**src/common/pdc_pkg.sv**
```systemverilog
// constants, encodings and states for the power-down and pin control block
// assumes one 100 MHz clock and a 32-bit Avalon-MM register slave
package pdc_pkg;
  // instruction opcodes seen on the command register
  localparam logic [7:0] OP_CLK_HALT = 8'h01;
  localparam logic [7:0] OP_OSC_STOP = 8'h82;
  localparam logic [7:0] OP_PORT_FLOAT = 8'ha2;
  localparam logic [7:0] OP_ALL_FLOAT = 8'hc2;
  localparam logic [7:0] OP_FLOAT_RELEASE = 8'h62;
  // register byte offsets
  localparam logic [7:0] REG_CTRL = 8'h00;
  localparam logic [7:0] REG_CMD = 8'h04;
  localparam logic [7:0] REG_STATUS = 8'h08;
  localparam logic [7:0] REG_BUS_DATA = 8'h0c;
  localparam logic [7:0] REG_PORT_ONE = 8'h10;
  localparam logic [7:0] REG_PORT_TWO = 8'h14;
  // field positions
  localparam int CTRL_IE_BIT = 0;
  localparam int ST_FLOAT_LSB = 3;
  localparam int ST_INT_BIT = 5;
  localparam int ST_EXT_BIT = 6;
  localparam int ST_STEP_BIT = 7;
  // reset values
  localparam logic RST_IE = 1'b0;
  localparam logic [7:0] RST_PORT = 8'hff;
  localparam logic [7:0] RST_BUS_DATA = 8'h00;
  // machine cycle timing in system clocks, wake delay in latch strobes, interrupt vector
  localparam int MC_LEN_DEF = 15;
  localparam logic [3:0] ALE_END = 4'h3;
  localparam logic [3:0] STB_START = 4'h6;
  localparam logic [3:0] STB_END = 4'hc;
  localparam logic [1:0] INT_WAKE_ALES = 2'h2;
  localparam logic [11:0] INT_VECTOR = 12'h003;

  typedef enum logic [2:0] {
    PS_RUN = 3'b000,
    PS_CLK_HALT = 3'b001,
    PS_OSC_STOP = 3'b010,
    PS_STANDBY = 3'b011,
    PS_STEP_HOLD = 3'b100
  } pdc_power_type;

  typedef enum logic [1:0] {
    FL_NONE = 2'b00,
    FL_PORT = 2'b01,
    FL_ALL = 2'b10
  } pdc_float_type;
endpackage

```
**src/core/pdc_powerdown_pin_ctrl.sv**
```systemverilog
// power-down, port float, step/hold and external strobe control
// assumes core requests are synchronous to clk_sys and held for a machine cycle
`timescale 1ns/10ps
`default_nettype none

module pdc_powerdown_pin_ctrl
  import pdc_pkg::*;
#(
  parameter int MC_LEN = MC_LEN_DEF
) (
  // clock and reset
  input wire logic clk_sys,
  input wire logic rst_n,
  // register bus
  input wire logic [7:0] avs_address,
  input wire logic avs_read,
  input wire logic avs_write,
  input wire logic [31:0] avs_writedata,
  input wire logic [3:0] avs_byteenable,
  output logic [31:0] avs_readdata,
  output logic avs_waitrequest,
  // pins in
  input wire logic int_n,
  input wire logic standby_pin,
  input wire logic external_fetch_select,
  input wire logic step_hold_n,
  // core requests for the current machine cycle
  input wire logic fetch_req,
  input wire logic [11:0] fetch_addr,
  input wire logic dmem_rd_req,
  input wire logic dmem_wr_req,
  input wire logic [7:0] dmem_addr,
  input wire logic [7:0] dmem_wdata,
  input wire logic exp_req,
  input wire logic t0_out_req,
  input wire logic t0_out_val,
  // core status
  output logic cpu_clk_en,
  output logic osc_run,
  output logic int_req,
  output logic wake_int_pulse,
  output logic wake_resume_pulse,
  output logic [11:0] wake_vector,
  // strobes
  output logic ale,
  output logic ale_oe_n,
  output logic expander_strobe_fetch_strobe_n,
  output logic expander_strobe_fetch_strobe_oe_n,
  output logic rd_n,
  output logic wr_n,
  output logic expander_strobe,
  output logic ctl_strobe_oe_n,
  output logic t0_out,
  output logic t0_oe_n,
  // ports
  output logic [7:0] bus_port_out,
  output logic bus_port_oe_n,
  output logic [7:0] port_one_out,
  output logic [7:0] port_one_oe_n,
  output logic [7:0] port_one_accel,
  output logic [7:0] port_two_out,
  output logic [7:0] port_two_oe_n,
  output logic [7:0] port_two_accel,
  // step/hold pin pulls
  output logic ss_pulldown_en,
  output logic ss_pullup_en
);

  pdc_power_type state_ff, nxt_state;
  pdc_float_type float_ff;
  logic ack_ff, ie_ff, wr_fire, cmd_fire, running, mc_last, ale_rise, in_ale, in_stb;
  logic [3:0] phase_ff;
  logic [7:0] bus_data_ff, bus_pin_latch_ff, port_one_ff, port_two_ff;
  logic [7:0] p1_prev_ff, p2_prev_ff, cmd_op;
  logic cyc_fetch_ff, cyc_rd_ff, cyc_wr_ff, cyc_exp_ff;
  logic wake_pend_ff, in_addr;
  logic [1:0] wake_cnt_ff;
  logic fl_ports, fl_all, ext_keep;

  // register bus: one wait cycle, then answer
  assign avs_waitrequest = (avs_read | avs_write) & ~ack_ff;
  assign wr_fire = avs_write & ack_ff & avs_byteenable[0];
  assign cmd_op = avs_writedata[7:0];
  assign cmd_fire = wr_fire & (avs_address == REG_CMD) & (state_ff == PS_RUN);

  always_ff @(posedge clk_sys or negedge rst_n) begin
    if (!rst_n) begin
      ack_ff <= 1'b0;
    end else begin
      ack_ff <= (avs_read | avs_write) & ~ack_ff;
    end
  end

  always_ff @(posedge clk_sys or negedge rst_n) begin
    if (!rst_n) begin
      avs_readdata <= 32'h0;
    end else if (avs_read & ~ack_ff) begin
      case (avs_address)
        REG_CTRL: avs_readdata <= {31'h0, ie_ff};
        REG_STATUS: avs_readdata <= {24'h0, step_hold_n, external_fetch_select, int_n,
                                     float_ff, state_ff};
        REG_BUS_DATA: avs_readdata <= {24'h0, bus_data_ff};
        REG_PORT_ONE: avs_readdata <= {24'h0, port_one_ff};
        REG_PORT_TWO: avs_readdata <= {24'h0, port_two_ff};
        default: avs_readdata <= 32'h0;
      endcase
    end
  end

  // interrupt enable
  always_ff @(posedge clk_sys or negedge rst_n) begin
    if (!rst_n) begin
      ie_ff <= RST_IE;
    end else if (wr_fire && avs_address == REG_CTRL) begin
      ie_ff <= avs_writedata[CTRL_IE_BIT];
    end
  end

  // output data latches, separate from the address path
  always_ff @(posedge clk_sys or negedge rst_n) begin
    if (!rst_n) begin
      bus_data_ff <= RST_BUS_DATA;
      port_one_ff <= RST_PORT;
      port_two_ff <= RST_PORT;
    end else if (wr_fire) begin
      if (avs_address == REG_BUS_DATA) bus_data_ff <= avs_writedata[7:0];
      if (avs_address == REG_PORT_ONE) port_one_ff <= avs_writedata[7:0];
      if (avs_address == REG_PORT_TWO) port_two_ff <= avs_writedata[7:0];
    end
  end

  // power state
  always_comb begin
    nxt_state = state_ff;
    case (state_ff)
      PS_RUN: begin
        if (cmd_fire && cmd_op == OP_CLK_HALT) nxt_state = PS_CLK_HALT;
        else if (cmd_fire && cmd_op == OP_OSC_STOP) nxt_state = PS_OSC_STOP;
        else if (mc_last && !step_hold_n) nxt_state = PS_STEP_HOLD;
      end
      PS_CLK_HALT: if (!int_n) nxt_state = PS_RUN;
      PS_OSC_STOP: if (!int_n) nxt_state = step_hold_n ? PS_RUN : PS_STEP_HOLD;
      PS_STANDBY: if (standby_pin) nxt_state = step_hold_n ? PS_RUN : PS_STEP_HOLD;
      PS_STEP_HOLD: if (step_hold_n) nxt_state = PS_RUN;
      default: nxt_state = PS_RUN;
    endcase
    if (!standby_pin) nxt_state = PS_STANDBY;
  end

  always_ff @(posedge clk_sys or negedge rst_n) begin
    if (!rst_n) begin
      state_ff <= PS_RUN;
    end else begin
      state_ff <= nxt_state;
    end
  end

  assign running = (state_ff == PS_RUN);
  assign cpu_clk_en = running;
  assign osc_run = (state_ff != PS_OSC_STOP) && (state_ff != PS_STANDBY);
  assign ss_pulldown_en = ~osc_run;
  assign ss_pullup_en = osc_run;

  // float mode
  always_ff @(posedge clk_sys or negedge rst_n) begin
    if (!rst_n) begin
      float_ff <= FL_NONE;
    end else if (!int_n) begin
      float_ff <= FL_NONE;
    end else if (cmd_fire) begin
      case (cmd_op)
        OP_PORT_FLOAT: float_ff <= FL_PORT;
        OP_ALL_FLOAT: float_ff <= FL_ALL;
        OP_FLOAT_RELEASE: float_ff <= FL_NONE;
        default: float_ff <= float_ff;
      endcase
    end
  end

  // machine cycle phase, advances only while the CPU clock runs
  assign mc_last = running && (phase_ff == 4'(MC_LEN - 1));
  assign ale_rise = running && (phase_ff == 4'h0);
  assign in_ale = phase_ff < ALE_END;
  assign in_stb = (phase_ff >= STB_START) && (phase_ff < STB_END);
  // address held one clock past the latch strobe fall
  assign in_addr = phase_ff <= ALE_END;

  always_ff @(posedge clk_sys or negedge rst_n) begin
    if (!rst_n) begin
      phase_ff <= 4'h0;
    end else if (running) begin
      phase_ff <= mc_last ? 4'h0 : phase_ff + 4'h1;
    end
  end

  // core requests captured at the start of each machine cycle
  always_ff @(posedge clk_sys or negedge rst_n) begin
    if (!rst_n) begin
      cyc_fetch_ff <= 1'b0;
      cyc_rd_ff <= 1'b0;
      cyc_wr_ff <= 1'b0;
      cyc_exp_ff <= 1'b0;
    end else if (ale_rise) begin
      cyc_fetch_ff <= fetch_req & external_fetch_select;
      cyc_rd_ff <= dmem_rd_req;
      cyc_wr_ff <= dmem_wr_req & ~dmem_rd_req;
      cyc_exp_ff <= exp_req;
    end
  end

  // strobes
  always_ff @(posedge clk_sys or negedge rst_n) begin
    if (!rst_n) begin
      ale <= 1'b0;
      expander_strobe_fetch_strobe_n <= 1'b1;
      rd_n <= 1'b1;
      wr_n <= 1'b1;
      expander_strobe <= 1'b1;
      t0_out <= 1'b0;
    end else begin
      ale <= running & in_ale;
      expander_strobe_fetch_strobe_n <= ~(running & cyc_fetch_ff & in_stb);
      rd_n <= ~(running & cyc_rd_ff & in_stb);
      wr_n <= ~(running & cyc_wr_ff & in_stb);
      expander_strobe <= ~(running & cyc_exp_ff & in_stb);
      t0_out <= t0_out_val;
    end
  end

  // bus port value: address from the latch strobe to one clock past its fall in fetch, read and write cycles, data otherwise
  always_ff @(posedge clk_sys or negedge rst_n) begin
    if (!rst_n) begin
      bus_pin_latch_ff <= RST_BUS_DATA;
    end else if (ale_rise && external_fetch_select) begin
      bus_pin_latch_ff <= bus_data_ff;
    end
  end

  always_ff @(posedge clk_sys or negedge rst_n) begin
    if (!rst_n) begin
      bus_port_out <= RST_BUS_DATA;
      port_one_out <= RST_PORT;
      port_two_out <= RST_PORT;
    end else begin
      if (cyc_fetch_ff && in_addr) bus_port_out <= fetch_addr[7:0];
      else if ((cyc_rd_ff || cyc_wr_ff) && in_addr) bus_port_out <= dmem_addr;
      else if (cyc_wr_ff) bus_port_out <= dmem_wdata;
      else if (external_fetch_select) bus_port_out <= bus_pin_latch_ff;
      else bus_port_out <= bus_data_ff;
      port_one_out <= port_one_ff;
      if (cyc_fetch_ff) port_two_out <= {port_two_ff[7:4], fetch_addr[11:8]};
      else port_two_out <= port_two_ff;
    end
  end

  // output enables, low while driving
  assign fl_ports = (float_ff != FL_NONE) | ~osc_run & (state_ff == PS_STANDBY);
  assign fl_all = (float_ff == FL_ALL) | (state_ff == PS_STANDBY);
  assign ext_keep = external_fetch_select & (state_ff != PS_STANDBY);
  assign port_one_oe_n = {8{fl_ports}};
  assign port_two_oe_n = {{4{fl_ports}}, {4{fl_ports & ~ext_keep}}};
  assign bus_port_oe_n = (fl_ports & ~ext_keep) | ((cyc_rd_ff | cyc_fetch_ff) & in_stb);
  assign ctl_strobe_oe_n = fl_all;
  assign t0_oe_n = fl_all | ~t0_out_req;
  assign ale_oe_n = fl_all & ~ext_keep;
  assign expander_strobe_fetch_strobe_oe_n = fl_all & ~ext_keep;

  // rise accelerators per port bit
  always_ff @(posedge clk_sys or negedge rst_n) begin
    if (!rst_n) begin
      p1_prev_ff <= RST_PORT;
      p2_prev_ff <= RST_PORT;
    end else begin
      p1_prev_ff <= port_one_out;
      p2_prev_ff <= port_two_out;
    end
  end

  genvar gi;
  generate
    for (gi = 0; gi < 8; gi++) begin : g_accel
      assign port_one_accel[gi] = port_one_out[gi] & ~p1_prev_ff[gi] & ~port_one_oe_n[gi];
      assign port_two_accel[gi] = port_two_out[gi] & ~p2_prev_ff[gi] & ~port_two_oe_n[gi];
    end
  endgenerate

  // interrupt request and wake sequencing
  always_ff @(posedge clk_sys or negedge rst_n) begin
    if (!rst_n) begin
      int_req <= 1'b0;
    end else begin
      int_req <= ie_ff & ~int_n & running & ~wake_pend_ff;
    end
  end

  always_ff @(posedge clk_sys or negedge rst_n) begin
    if (!rst_n) begin
      wake_pend_ff <= 1'b0;
      wake_cnt_ff <= 2'h0;
      wake_int_pulse <= 1'b0;
      wake_resume_pulse <= 1'b0;
      wake_vector <= 12'h0;
    end else begin
      wake_int_pulse <= 1'b0;
      wake_resume_pulse <= 1'b0;
      if ((state_ff == PS_CLK_HALT || state_ff == PS_OSC_STOP) && !int_n) begin
        wake_pend_ff <= 1'b1;
        wake_cnt_ff <= 2'h0;
      end else if (wake_pend_ff && running) begin
        if (int_n) begin
          wake_pend_ff <= 1'b0;
          wake_resume_pulse <= 1'b1;
        end else if (ale_rise) begin
          if (wake_cnt_ff == INT_WAKE_ALES - 2'h1) begin
            wake_pend_ff <= 1'b0;
            wake_int_pulse <= ie_ff;
            wake_resume_pulse <= ~ie_ff;
            wake_vector <= ie_ff ? INT_VECTOR : 12'h0;
          end else begin
            wake_cnt_ff <= wake_cnt_ff + 2'h1;
          end
        end
      end
    end
  end

  // running clocks since the last latch strobe rise
  logic ale_q_ff;
  logic [4:0] ale_gap_ff;
  always_ff @(posedge clk_sys or negedge rst_n) begin
    if (!rst_n) begin
      ale_q_ff <= 1'b0;
      ale_gap_ff <= 5'h0;
    end else begin
      ale_q_ff <= ale;
      if (!running) ale_gap_ff <= 5'h0;
      else if (ale && !ale_q_ff) ale_gap_ff <= 5'h1;
      else ale_gap_ff <= ale_gap_ff + 5'h1;
    end
  end
endmodule

`default_nettype wire

```
**config.mk**
```make
export PLATFORM = sky130hd
export DESIGN_NAME = pdc_powerdown_pin_ctrl
export DESIGN_NICKNAME = d
export VERILOG_FILES = /design/src/common/pdc_pkg.sv /design/src/core/pdc_powerdown_pin_ctrl.sv
export SDC_FILE = /design/constraint.sdc
export NUM_CORES = 1
export LEC_CHECK = 0
export ABC_CLOCK_PERIOD_IN_PS = 2500
export BUFFER_PORTS_ARGS = -buffer_cell sky130_fd_sc_hd__buf_2
export CAP_MARGIN = 40
export CORE_MARGIN = 2
export CORE_UTILIZATION = 49
export CTS_CLUSTER_DIAMETER = 120
export DETAILED_ROUTE_END_ITERATION = 10
export GPL_ROUTABILITY_DRIVEN = 0
export GPL_TIMING_DRIVEN = 0
export PLACE_DENSITY = 0.8
export SLEW_MARGIN = 20
export SYNTH_ARGS = -nofsm -noshare
export SYNTH_HDL_FRONTEND = slang
export SYNTH_SLANG_ARGS = --single-unit
```
**constraint.sdc**
```tcl
create_clock -name clk_sys -period 2.5 [get_ports clk_sys]
set_clock_uncertainty 0.1 [all_clocks]
set_input_delay 0.25 -clock clk_sys [delete_from_list [all_inputs] [get_ports clk_sys]]
set_output_delay 0.25 -clock clk_sys [all_outputs]
set_load 0.02 [all_outputs]
```
==> reports/results.tsv <==
metric	value	unit
p_total	4.45	mW
grt.overflow.total	0	
worstPathCellList	and2b_2 > nand2_1 > o21ai_1 > buf_4 > nor3b_1 > buf_2	
max_slew_margin	54.8	%
via_per_inst	5.17	
status	completed	
post-route-min-period	2.42	ns
wl_per_cell	16.0	µm
remaining_drc_errors	0	
yosysSeqAreaShare	52.8	%
p_per_area	678	nW/µm²
die_w	107	µm
ys_async_sr_fraction	100	%
antenna_found_initial	0	
finalSetupTns	0	ns
placed_area	6280	µm²
cts.htree.levels	3	
ios	205	
drive_gt1_share	52.5	%
critPathRequiredTime	2.15	ns
grt_max_degree	84	
final_cells	778	
hold_path_class	in -> reg	
switchingPower	1.53	mW
max_freq	0.414	GHz
yosys_warnings	0	
dr.pass1.iters	5	
p_int	2.92	mW
crit_fanout	7	
setup_viol	0	
cts_root_buf	clkbuf_8	
power.share.sequential	46.4	%
tritoncts	built	
r2r_setup_slack	0.41	ns
synth_ff_type	dfrtp_1	
synth_top_area_cell	dfrtp_1	
synth_seq_cells	108	
antenna_cells	0	
numCtsBuffers	9	
worstSkewPairLatency	0.36	ns
num_vias	4021	
clkSinkCount	108	
syn_area_per_cell	11.8	µm²
area_growth	25.2	%
crit_path_max_incr_delay	0.48	ns
rows	37	
final_area	6570	µm²
initial_utilization	50.6	%
worst_setup_path_end_kind	output port	
dp.final_hpwl	9360	µm
drt_wl_total	12400	µm
core	10400	µm²
synthCells	443	
cp_slowest_cell	dfrtp_2	
dp.cells	755	
crit_type	reg -> out	
path_delay_family	simple AND/OR/NAND/NOR gates	
slew_viol_final	0	
nNetsFinal	727	
peakVddDrop	411	µV
dieHeight	107	µm
p_sw_share	34.4	%
arrival	2.07	ns
grt.total_usage	21.4	%
port_buffers	142	
clkSlewWorstSetupHoldPaths	0.11	ns
rsz0062_at_grt	false	
synth_edf_count	0	
dieArea	11500	µm²
hold_viol	0	
fin_crit_sh	96.6	%
synth_top_cell_area_share	26.7	%
power.leakage	3.31	nW
grt_pass1_vias	3838	
worstSetupStartpointType	register	
synth_cell_types	59	
ys_top_cells_by_area	dfrtp_1, dfstp_2, mux2_2, buf_4, mux2i_1	
p_comb_share	29.5	%
grt_first_pass_wirelength	19400	µm
cts.path.max_buffers	2	
drt_iter0_drc	327	
drv_cap	0	
critPathBufInv	2	
syn_area	5250	µm²
p_clk_share	24.1	%
drtAntennaViolNets	0	
tightest_slew	0.672	ns
-- power by group through the flow --
stage,logic [mW],clock network [mW],registers [mW]
finish,1.31,1.08,2.07
CTS,1.31,1.09,2.07
global placement,1.25,0,2.08
global route,1.43,1.17,2.09
detailed placement,1.30,0,2.10
floorplan,0.794,0,2.19
-- cells in the mapped netlist, drive strengths merged, types with 4 or more instances --
library cell / instances
dfstp: 52
inv: 11
nor3: 7
a21oi: 14
mux2: 42
ha: 4
a22oi: 7
nand2: 29
a22o: 9
nand3: 5
mux2i: 24
dfrtp: 56
nor4: 7
nor3b: 16
nand4: 4
nor2: 19
nor4b: 5
clkbuf: 7
and3: 5
buf: 61
o21ai: 23
o22ai: 7
nand2b: 4
-- final timing paths --
| path | startpoint | end | cells past startpoint |
|---|---|---|---|
| max | state_ff[1] | port_two_accel[0] | 6 |
| min | fetch_req | cyc_fetch_ff | 3 |
| max reg2reg | phase_ff[2] | bus_port_out[5] | 6 |
| min reg2reg | port_one_out[3] | p1_prev_ff[3] | 0 |
| max in group asynchronous | rst_n | port_two_ff[5] | 3 |
| min in group asynchronous | rst_n | t0_out | 2 |
-- layer usage --
| layer | global-route usage (%) | part of all wire (%) | vias to the layer above | routed length (µm) |
|---|---|---|---|---|
| met1 | 29.0 | 42 | 1952 | 5180 |
| met2 | 36.5 | 50 | 170 | 6230 |
| li1 | - | - | 1879 | - |
| met4 | 5.95 | 1.3 | 0 | 161 |
| met5 | 0 | 0 | - | 0 |
| met3 | 2.48 | 7.0 | 20 | 866 |
-- metrics by stage --
| step | setup WS (ns) | hold WS [ns] | utilization [%] |
|---|---|---|---|
| 5_1_grt | 0.0101 | 0.0206 | 63.3 |
| 3_3_place_gp | -0.00558 | 0.261 | 60.3 |
| 4_1_cts | 0.0103 | 0.00129 | 62.9 |
| 2_1_floorplan | 0.326 | -0.146 | - |
| 3_5_place_dp | 0.0322 | 0.0269 | 60.6 |
| 6_report | 0.0846 | 0.0251 | 63.3 |
-- tightest hold or removal path: stages --
cell,delay [ns]
buf_2,0.10
nand2_1,0.05
o21ai_0,0.06
-- state kept, by name, indices dropped and copies added, names as in the netlist, 2 cells and up --
signal / count
bus_pin_latch_ff: 8
p2_prev_ff: 8
bus_port_out: 8
avs_readdata: 8
p1_prev_ff: 8
state_ff: 3
port_one_ff: 8
port_two_out: 8
bus_data_ff: 8
port_two_ff: 8
wake_cnt_ff: 2
port_one_out: 8
phase_ff: 4
float_ff: 2
-- logic make-up after synthesis --
kind of cell	Yosys count	synth area share [%]
and+or+nand+nor	107	12.6
muxes	66	13.6
buffers and inverters	79	10.2
adders and majority gates	4	0.954
xor gates and xnor gates	3	0.501
other	1	0.0715
AOI/OAI and AO/OA	75	9.33
DFF	108	52.8
-- final cells by class --
| type | count | area (µm²) |
|---|---|---|
| Inverter | 11 | 41.3 |
| Fill cell | 808 | 3800 |
| Buffer | 68 | 502 |
| Clock buffer | 11 | 153 |
| Multi-Input combinational cell | 289 | 2070 |
| Sequential cell | 108 | 2770 |
| Clock inverter | 5 | 51.3 |
| Timing Repair Buffer | 150 | 807 |
| Tap cell | 136 | 170 |
-- timing repair --
action,in CTS,in global routing
endpoints found under the setup margin,22,7
gates cloned,0,0
resized for setup,4,2
hold buffers,2,2
setup buffers,0,2
pin swaps,0,0
hold endpoints to repair,26,2
-- cell usage in the layout, fill, tap and decap left out, types with 3 or more instances in the layout --
master	count
a21oi_1	14
a22o_1	8
a22oi_1	7
and3_1	3
buf_2	145
buf_4	56
buf_6	4
clkbuf_1	6
clkbuf_8	11
conb_1	34
dfrtp_1	54
dfstp_2	52
dlygate4sd3_1	4
ha_1	4
inv_1	10
inv_6	3
mux2_2	41
mux2i_1	24
nand2_1	28
nand2b_1	4
nand3_1	4
nor2_1	19
nor3_1	7
nor3b_1	16
nor4_1	4
nor4b_1	3
o21ai_0	18
o21ai_2	3
o22ai_1	7
No activity file was read; power rests on OpenSTA's default activity.
